==> src/verilog/sdd_consts.svh <==
// constants for the serial display driver core
`ifndef SDD_CONSTS_SVH
`define SDD_CONSTS_SVH

`define SDD_WIDTH 32
`define SDD_SYNC_RESET 1'h0
`define SDD_CLK_PERIOD_NS 40
`define SDD_T_CDO_NS 500
`define SDD_T_CDO_CYC (`SDD_T_CDO_NS / `SDD_CLK_PERIOD_NS)

`endif

==> src/verilog/sdd_pkg.sv <==
// types for the serial display driver core
`include "sdd_consts.svh"

package sdd_pkg;

   typedef logic [`SDD_WIDTH-1:0] sdd_word_t;

   typedef struct packed {
      logic shift_clk;
      logic ser_in;
      logic enable;
      logic blank;
   } sdd_pins_s;

endpackage : sdd_pkg

==> src/verilog/sdd_core.sv <==
// serial-in display driver core: shift register, output latches, blanking, cascade output
`timescale 1ns/1ps
`default_nettype none
`include "sdd_consts.svh"

module sdd_core (
   input wire logic clock,
   input wire logic rst_b,
   input wire sdd_pkg::sdd_pins_s pins,
   output logic [`SDD_WIDTH-1:0] seg_on,
   output logic ser_out
);
   import sdd_pkg::*;

   // plain int so the delay range below has a bound the tools can fold
   localparam int T_CDO_CYC = `SDD_T_CDO_CYC;

   sdd_pins_s meta_r;
   sdd_pins_s sync_r;
   logic clk_d_r;
   logic en_d_r;
   sdd_word_t shift_r;
   sdd_word_t latch_r;
   sdd_word_t seg_r;
   logic dout_r;
   logic clk_rise;
   logic clk_fall;
   logic en_fall;

   // pins come from the host's domain: two flops before any logic looks at them
   always_ff @(posedge clock or negedge rst_b) begin
      if (!rst_b) begin
         meta_r <= '0;
         sync_r <= '0;
      end else begin
         meta_r <= pins;
         sync_r <= meta_r;
      end
   end

   always_ff @(posedge clock or negedge rst_b) begin
      if (!rst_b) begin
         clk_d_r <= `SDD_SYNC_RESET;
         en_d_r <= `SDD_SYNC_RESET;
      end else begin
         clk_d_r <= sync_r.shift_clk;
         en_d_r <= sync_r.enable;
      end
   end

   assign clk_rise = sync_r.shift_clk & ~clk_d_r;
   assign clk_fall = ~sync_r.shift_clk & clk_d_r;
   assign en_fall = ~sync_r.enable & en_d_r;

   // data is synchronised alongside the clock, so it is sampled with the same
   // latency as the edge it was set up against
   // storage is deliberately left out of reset, as on the real part
   always_ff @(posedge clock) begin
      if (clk_rise && sync_r.enable) begin
         shift_r <= {sync_r.ser_in, shift_r[`SDD_WIDTH-1:1]};
      end
   end

   always_ff @(posedge clock) begin
      if (en_fall) begin
         latch_r <= shift_r;
      end
   end

   // falling edges move the cascade output whether or not enable is still high,
   // since the host may drop enable before the last falling edge
   always_ff @(posedge clock) begin
      if (clk_fall) begin
         dout_r <= shift_r[0];
      end
   end

   // bit 0 is output one; blanking overrides the pattern, enable plays no part
   always_ff @(posedge clock) begin
      seg_r <= sync_r.blank ? '0 : latch_r;
   end

   assign seg_on = seg_r;
   assign ser_out = dout_r;

   a_shift_rise: assert property (@(posedge clock) disable iff (!rst_b)
      clk_rise && sync_r.enable |=>
         shift_r === {$past(sync_r.ser_in), $past(shift_r[`SDD_WIDTH-1:1])})
      else $error("shift register did not take the input bit");

   a_shift_gated: assert property (@(posedge clock) disable iff (!rst_b)
      !(clk_rise && sync_r.enable) |=> shift_r === $past(shift_r))
      else $error("shift register moved without an enabled rising edge");

   a_latch_load: assert property (@(posedge clock) disable iff (!rst_b)
      en_fall |=> latch_r == $past(shift_r))
      else $error("latches did not load on enable falling");

   a_latch_hold: assert property (@(posedge clock) disable iff (!rst_b)
      sync_r.enable |=> latch_r === $past(latch_r))
      else $error("latches changed during a transfer");

   a_dout_fall: assert property (@(posedge clock) disable iff (!rst_b)
      clk_fall |=> ser_out === $past(shift_r[0]))
      else $error("serial output missed the falling edge");

   a_dout_steady: assert property (@(posedge clock) disable iff (!rst_b)
      !clk_fall |=> ser_out === $past(ser_out))
      else $error("serial output changed away from a falling edge");

   a_seg_map: assert property (@(posedge clock) disable iff (!rst_b)
      !sync_r.blank |=> seg_on === $past(latch_r))
      else $error("outputs do not follow the latched pattern");

   a_blank_off: assert property (@(posedge clock) disable iff (!rst_b)
      sync_r.blank |=> seg_on == '0)
      else $error("outputs not forced off while blanked");

   a_blank_indep: assert property (@(posedge clock) disable iff (!rst_b)
      en_fall && sync_r.blank |=> latch_r == $past(shift_r) && seg_on == '0)
      else $error("blanking disturbed the latch load");

   a_first_bit: assert property (@(posedge clock) disable iff (!rst_b)
      clk_rise && sync_r.enable |=> shift_r[`SDD_WIDTH-1] == $past(sync_r.ser_in))
      else $error("new bit did not enter at the top stage");

   a_cdo_bound: assert property (@(posedge clock) disable iff (!rst_b)
      $fell(pins.shift_clk) ##0 sync_r.enable ##1 !pins.shift_clk [*3] |->
         ##[0:T_CDO_CYC] ser_out === shift_r[0])
      else $error("serial output later than the clock-to-data time");

endmodule : sdd_core
`default_nettype wire

==> config.mk <==
export PLATFORM = sky130hd
export DESIGN_NAME = sdd_core
export DESIGN_NICKNAME = d
export VERILOG_FILES = /design/src/verilog/sdd_pkg.sv /design/src/verilog/sdd_core.sv
export VERILOG_INCLUDE_DIRS = /design/src /design/src/verilog
export SDC_FILE = /design/constraint.sdc
export NUM_CORES = 1
export LEC_CHECK = 0
export ABC_AREA = 1
export BUFFER_PORTS_ARGS = -buffer_cell sky130_fd_sc_hd__clkbuf_2
export CORE_UTILIZATION = 25
export CTS_CLUSTER_SIZE = 30
export DETAILED_ROUTE_END_ITERATION = 7
export SETUP_SLACK_MARGIN = 0.4
export SYNTH_ARGS = -nofsm -noshare
export SYNTH_HDL_FRONTEND = slang
export SYNTH_SLANG_ARGS = --single-unit
==> constraint.sdc <==
create_clock -name clock -period 3.2 [get_ports clock]
set_input_delay 0 -clock clock [delete_from_list [all_inputs] [get_ports clock]]
set_output_delay 0 -clock clock [all_outputs]
set_load 0.05 [all_outputs]
==> results of run 1 <==
-- worst paths after layout --
path	start	to	slack, ps	cells after the start
worst max-delay path	sync_r[1]$_DFF_PN0_	shift_r[9]$_DFFE_PP_	1630	2
worst min-delay path	rst_b	sync_r[0]$_DFF_PN0_	60	2
worst max register to register	sync_r[1]$_DFF_PN0_	shift_r[9]$_DFFE_PP_	1630	2
max in group asynchronous	rst_b	en_d_r$_DFF_PN0_	2940	2
min in group clock	pins[2]	meta_r[2]$_DFF_PN0_	300	2
worst min register to register	meta_r[3]$_DFF_PN0_	sync_r[3]$_DFF_PN0_	350	0
-- cells in the mapped netlist, drive strengths merged --
library cell | number | share of area [%]
edfxtp | 65 | 62
buf | 3 | 1.1
dfxtp | 32 | 20
dfrtp | 10 | 8.0
inv | 34 | 4.1
nor2 | 35 | 4.2
nand2 | 1 | 0.12
-- timing repair --
item / 4_1_cts / 5_1_grt
hold buffers: 5 / 0
setup endpoints to repair: 0 / 0
hold endpoints to repair: 14 / 0
-- worst max-delay path: cells and delay by family, from the launching register on --
kind	cells	cell delay (ps)
DFF	1	400
and+or+nand+nor	2	780
-- layout by cell type, fill, tap and decap left out, types with 2 or more instances in the layout --
cell type      instances
clkbuf_2              38
edfxtp_1              65
inv_1                 34
nor2_4                 2
dfrtp_1               10
nor2_1                33
clkbuf_16              9
inv_6                  3
dfxtp_1               32
dlygate4sd3_1          5
-- layer usage --
layer	global-route usage (%)	up-vias
met5	0	-
met1	8.24	646
met2	11.3	36
met4	3.90	0
li1	-	677
met3	2.91	10
-- stage by stage --
step	power, W	cell area (sq um)	setup slack, ps	hold WS (ps)	instances
2_1_floorplan	0.00164	3140	1020	-296	180
3_3_place_gp	0.00167	3520	1660	-137	383
3_5_place_dp	0.00168	3520	1600	-124	383
4_1_cts	0.00273	3860	1580	67.6	404
5_1_grt	0.00280	3860	1500	80.8	404
6_report	0.00269	3860	1630	57.5	404
-- power by group through the flow --
stage | sequential [W] | clock, W | combinational, W
2_1_floorplan | 0.00161 | 0 | 0.0000282
3_5_place_dp | 0.00156 | 0 | 0.000115
6_report | 0.00153 | 0.00105 | 0.000117
4_1_cts | 0.00153 | 0.00108 | 0.000120
5_1_grt | 0.00154 | 0.00114 | 0.000125
3_3_place_gp | 0.00156 | 0 | 0.000113
-- flip-flops by register name (all words and copies together), names as in the netlist --
| name | cells |
|---|---|
| clk_d_r | 1 |
| shift_r | 32 |
| meta_r | 4 |
| latch_r | 32 |
| en_d_r | 1 |
| ser_out | 1 |
| sync_r | 4 |
| seg_on | 32 |
-- cells by family after synthesis --
group / count (synthesis)
buffers and inverters: 37
DFF: 107
and+or+nand+nor: 36
-- cell type report --
| type | count | area share, % |
|---|---|---|
| Sequential cell | 107 | 73.7 |
| Inverter | 34 | 3.31 |
| Multi-Input combinational cell | 36 | 3.89 |
| Tap cell | 168 | 5.45 |
| Timing Repair Buffer | 43 | 6.23 |
| Clock inverter | 6 | 1.52 |
| Clock buffer | 10 | 5.93 |
==> results.cfg, run 1 <==
[pwr]
p_per_area_mw_per_mm2 = 698
power.share.clock_pct = 38.8
p_sw_share_pct = 22.9
p_switching_w = 0.000616
pwr-share-comb_pct = 4.3
leakage_nw = 1.56
p_seq_share_pct = 56.8
intPower_w = 0.00208
ir_drop_mv = 0.242

[min_path]
min_path_type = primary input to asynchronous set/reset pin

[synthesis]
ys_types = 7
synth-seq-cells = 107
synthSimpleGateAreaFrac_pct = 4.30
synth_compound_area_share_pct = 0
seq_area_frac_synth_pct = 90.6
synth_top_family_by_area = buffers and inverters
synth_mux_area_share_pct = 0
syn_area_sq_mm = 0.00314
yosys_warnings = 0
synth_xor_xnor_area_share_pct = 0
synth_adder_area_share_pct = 0
synth_cells = 180
syn_nets = 186
syn_avg_cell_area_sq_um = 17.4

[setup_path]
path_cells = nand2_1 -> nor2_4
crit_path_max_fanout = 32
cp-end-kind = flop
cpMaxStageDelayCell = nor2_4
arrival_ps = 1530
crit_type = flop to flop
max_stage_delay_ps = 670
start_kind = flop
crit_required_ps = 3160

[placed_design]
dpl.hpwl_mm = 2.52
gp_congestion = 0.674
port_buffers = 38

[clocking]
cts_max_level = 3
clk_latency_ps = 340
cts_tree = built
clk_path_buf_depth = 2
cts_setup_buffers = 0
cts.repair.resized = 0
cts_sinks = 107
root_buffer = clkbuf_16
clk_pin_slew_ps = 70
numCtsBuffers = 9

[global_routing]
overflow = 0
antenna_found_initial = 0
grt_start_max_net_pins = 33
grt_first_pass_wirelength_mm = 6.78
grt_pass1_vias = 1400
grt_usage_pct = 7.14

[timing]
fin_tns_setup_ps = 0
slew_violations = 0
fin_crit_ps = 1570
finalSetupViolCount = 0
worstMarginPinSlew_ps = 989
timing.fmax_mhz = 639
rsz0062_at_grt = false
fin_skew_ps = 9.08
period_share_pct = 48.9
final-hold-violation-count = 0
relSlewSlack_pct = 34.1

[finish]
final_nets = 237
drive_gt1_share_pct = 23.3
fillCellCount = 1236
syn2layout_area_growth_pct = 22.9
multi_input_area_sq_um = 150
diodes = 0
seq_area_sq_mm = 0.00284
final_core_util_pct = 31.9

[drt]
wl_met2_mm = 2.08
highest_layer = met4
drt_iter0_drc = 78
drc = 0
wl_per_cell_um = 10.5
wl_met3_um = 225
wl_met1_mm = 1.84
drtPass1Iterations = 4
wl_mm = 4.24
vias_per_cell = 3.39
ant_nets = 0
vias = 1369

[floorplan]
dieArea_sq_mm = 0.0130
die-height_um = 114
ios = 39
chipWidth_um = 114
num_rows = 40
start_util_pct = 25.9
coreArea_sq_mm = 0.0121

[outcome]
status = completed

[run]
drv_cap = 0
No activity file was read; power rests on OpenSTA's default activity.
==> run 2, diff against run 1 <==
- ABC_AREA: 1 -> 0
- clock period: 3.2 -> 1.5 ns (I/O delays scaled with it)
==> run 2 against run 1 <==
Net effect:
- largest cell class unchanged
- first-iteration DRC count up 23%
- hold slack better by 9.0 ps
- core utilization up 0.48 points
- register-to-register slack worse by 1300 ps
- clock skew down 2.8 ps
==> results.cfg, run 2 <==
[finish]
final_cell_mix = 65 x edfxtp_1, 38 x clkbuf_2, 33 x nor2b_1
diodes = 0
final_nets = 205
drive_gt1_share_pct = 28.4
syn2layout_area_growth_pct = 25.9
fillCellCount = 1179
final_common_cell = edfxtp_1
final_cells = 351

[clocking]
root_buffer = clkbuf_16
clk_path_buf_depth = 2
cts_max_level = 3
cts_tree = built
clk_latency_ps = 340
cts_sinks = 107
clk_pin_slew_ps = 70
numCtsBuffers = 9

[synthesis]
synthArstFlopShare_pct = 9.35
ys.flop_type = edfxtp_1
yosys_warnings = 0
syn_area_sq_mm = 0.00309
synthTopCellsByArea = edfxtp_1 63%, dfxtp_1 21%, dfrtp_1 8.1%
synth_cells = 145
ys_top_cells_by_count = 65 x edfxtp_1, 34 x nor2b_1, 32 x dfxtp_1, 10 x dfrtp_1, 3 x buf_4
seq_area_frac_synth_pct = 92.1
synth-seq-cells = 107
ys_types = 6
syn_nets = 151
yosysTopAreaCell = edfxtp_1
syn_avg_cell_area_sq_um = 21.3
synth_edf_count = 65
synth_top_area_share_pct = 63.2
synth_most_common_cell = edfxtp_1

[setup_path]
crit_type = flop to flop
start_kind = flop
crit_required_ps = 1540
crit_path_max_fanout = 32
cpMaxStageDelayCell = dfrtp_1
arrival_ps = 1170
cp-end-kind = flop
path_cells = and3b_2 -> buf_12
critPathBufInv = 1
max_stage_delay_ps = 370
crit_family = flip-flops

[timing]
finalSetupViolCount = 0
fin_crit_ps = 1140
timing.fmax_mhz = 880
relSlewSlack_pct = 77.9
slew_violations = 0
hold-worst-slack_ps = 66.5
period_share_pct = 75.8
fin_ws_ps = 363
rsz0062_at_grt = true
final-hold-violation-count = 0
worstMarginPinSlew_ps = 331
fin_skew_ps = 6.26
fin_tns_setup_ps = 0

[pwr]
p_per_area_mw_per_mm2 = 1580
leakage_nw = 1.44
ir_drop_mv = 0.684
finalPower_w = 0.00614

[global_routing]
grt_first_pass_wirelength_mm = 7.11
grt_usage_pct = 7.79
grt_pass1_vias = 1327
grt_start_max_net_pins = 33
antenna_found_initial = 0
overflow = 0

[drt]
drc = 0
vias_per_cell = 3.72
ant_nets = 0
drt_iter0_drc = 96
wl_mm = 4.26
drtPass1Iterations = 4
wl_per_cell_um = 12.1
vias = 1304

[placed_design]
gp_congestion = 0.632
numPlacedInstances = 330
dpl.hpwl_mm = 2.53
port_buffers = 38
pre_cts_slack_ps = 359

[min_path]
min_path_type = primary input to asynchronous set/reset pin

[floorplan]
start_util_pct = 25.7
coreArea_sq_mm = 0.0120
chipWidth_um = 113
ios = 39
dieArea_sq_mm = 0.0128
die-height_um = 113
num_rows = 40

[run]
drv_cap = 0

[outcome]
status = completed
[run 2: cell types whose count changed after synthesis, sizes merged]
cell / before / now
nor2: 35 / 0
nor2b: 0 / 34
inv: 34 / 0
nand2: 1 / 0
and3b: 0 / 1
[run 2: logic make-up after synthesis]
| kind of cell | count (synthesis) | share of synthesized area [%] |
|---|---|---|
| flops | 107 | 92.1 |
| simple gates | 35 | 7.17 |
| buf+inv | 3 | 0.730 |
[run 2: area by class of cell]
cell class | count | area, sq um | area share (%)
repair buffers | 46 | 288 | 7.41
flip-flops and latches | 107 | 2840 | 73.2
clock buffers | 9 | 225 | 5.80
multi-input cells | 35 | 230 | 5.93
well taps | 147 | 184 | 4.73
clock inverters | 7 | 115 | 2.96
[run 2: per-layer routing]
metal / share of wire, % / up-vias / wire (um) / track usage [%]
li1: - / 613 / - / -
met1: 46 / 646 / 1970 / 9.41
met2: 47 / 37 / 1980 / 11.3
met3: 5.6 / 8 / 239 / 3.91
met4: 1.6 / 0 / 66 / 4.21
met5: 0 / - / 0 / 0
[run 2: stage by stage]
stage	utilization [%]	cell area (sq um)
floorplan	-	3100
global placement	29.1	3490
detailed placement	29.1	3490
CTS	32.3	3880
global route	32.3	3880
finish	32.3	3880
[run 2: power by group]
| group | internal, W | total (W) | switching (W) |
|---|---|---|---|
| Clock | 0.00163 | 0.00262 | 0.000991 |
| Combinational | 0.0000666 | 0.000271 | 0.000204 |
| Sequential | 0.00322 | 0.00325 | 0.0000330 |
[run 2: what timing repair did]
| action | 4_1_cts | 5_1_grt |
|---|---|---|
| pin swaps | 0 | 0 |
| hold buffers | 5 | 0 |
| buffers inserted | 0 | 0 |
| endpoints found under the hold margin | 14 | 0 |
| resized for setup | 0 | 0 |
| endpoints found under the setup margin | 32 | 64 |
[run 2: final timing paths]
check	slack, ps	endpoint	cells past startpoint	from
max in group asynchronous	1240	sync_r[2]$_DFF_PN0_	2	rst_b
worst max-delay path	360	shift_r[8]$_DFFE_PP_	2	clk_d_r$_DFF_PN0_
worst max register to register	360	shift_r[8]$_DFFE_PP_	2	clk_d_r$_DFF_PN0_
min in group clock	310	meta_r[2]$_DFF_PN0_	2	pins[2]
worst min-delay path	70	meta_r[3]$_DFF_PN0_	2	rst_b
worst min register to register	350	sync_r[0]$_DFF_PN0_	0	meta_r[0]$_DFF_PN0_
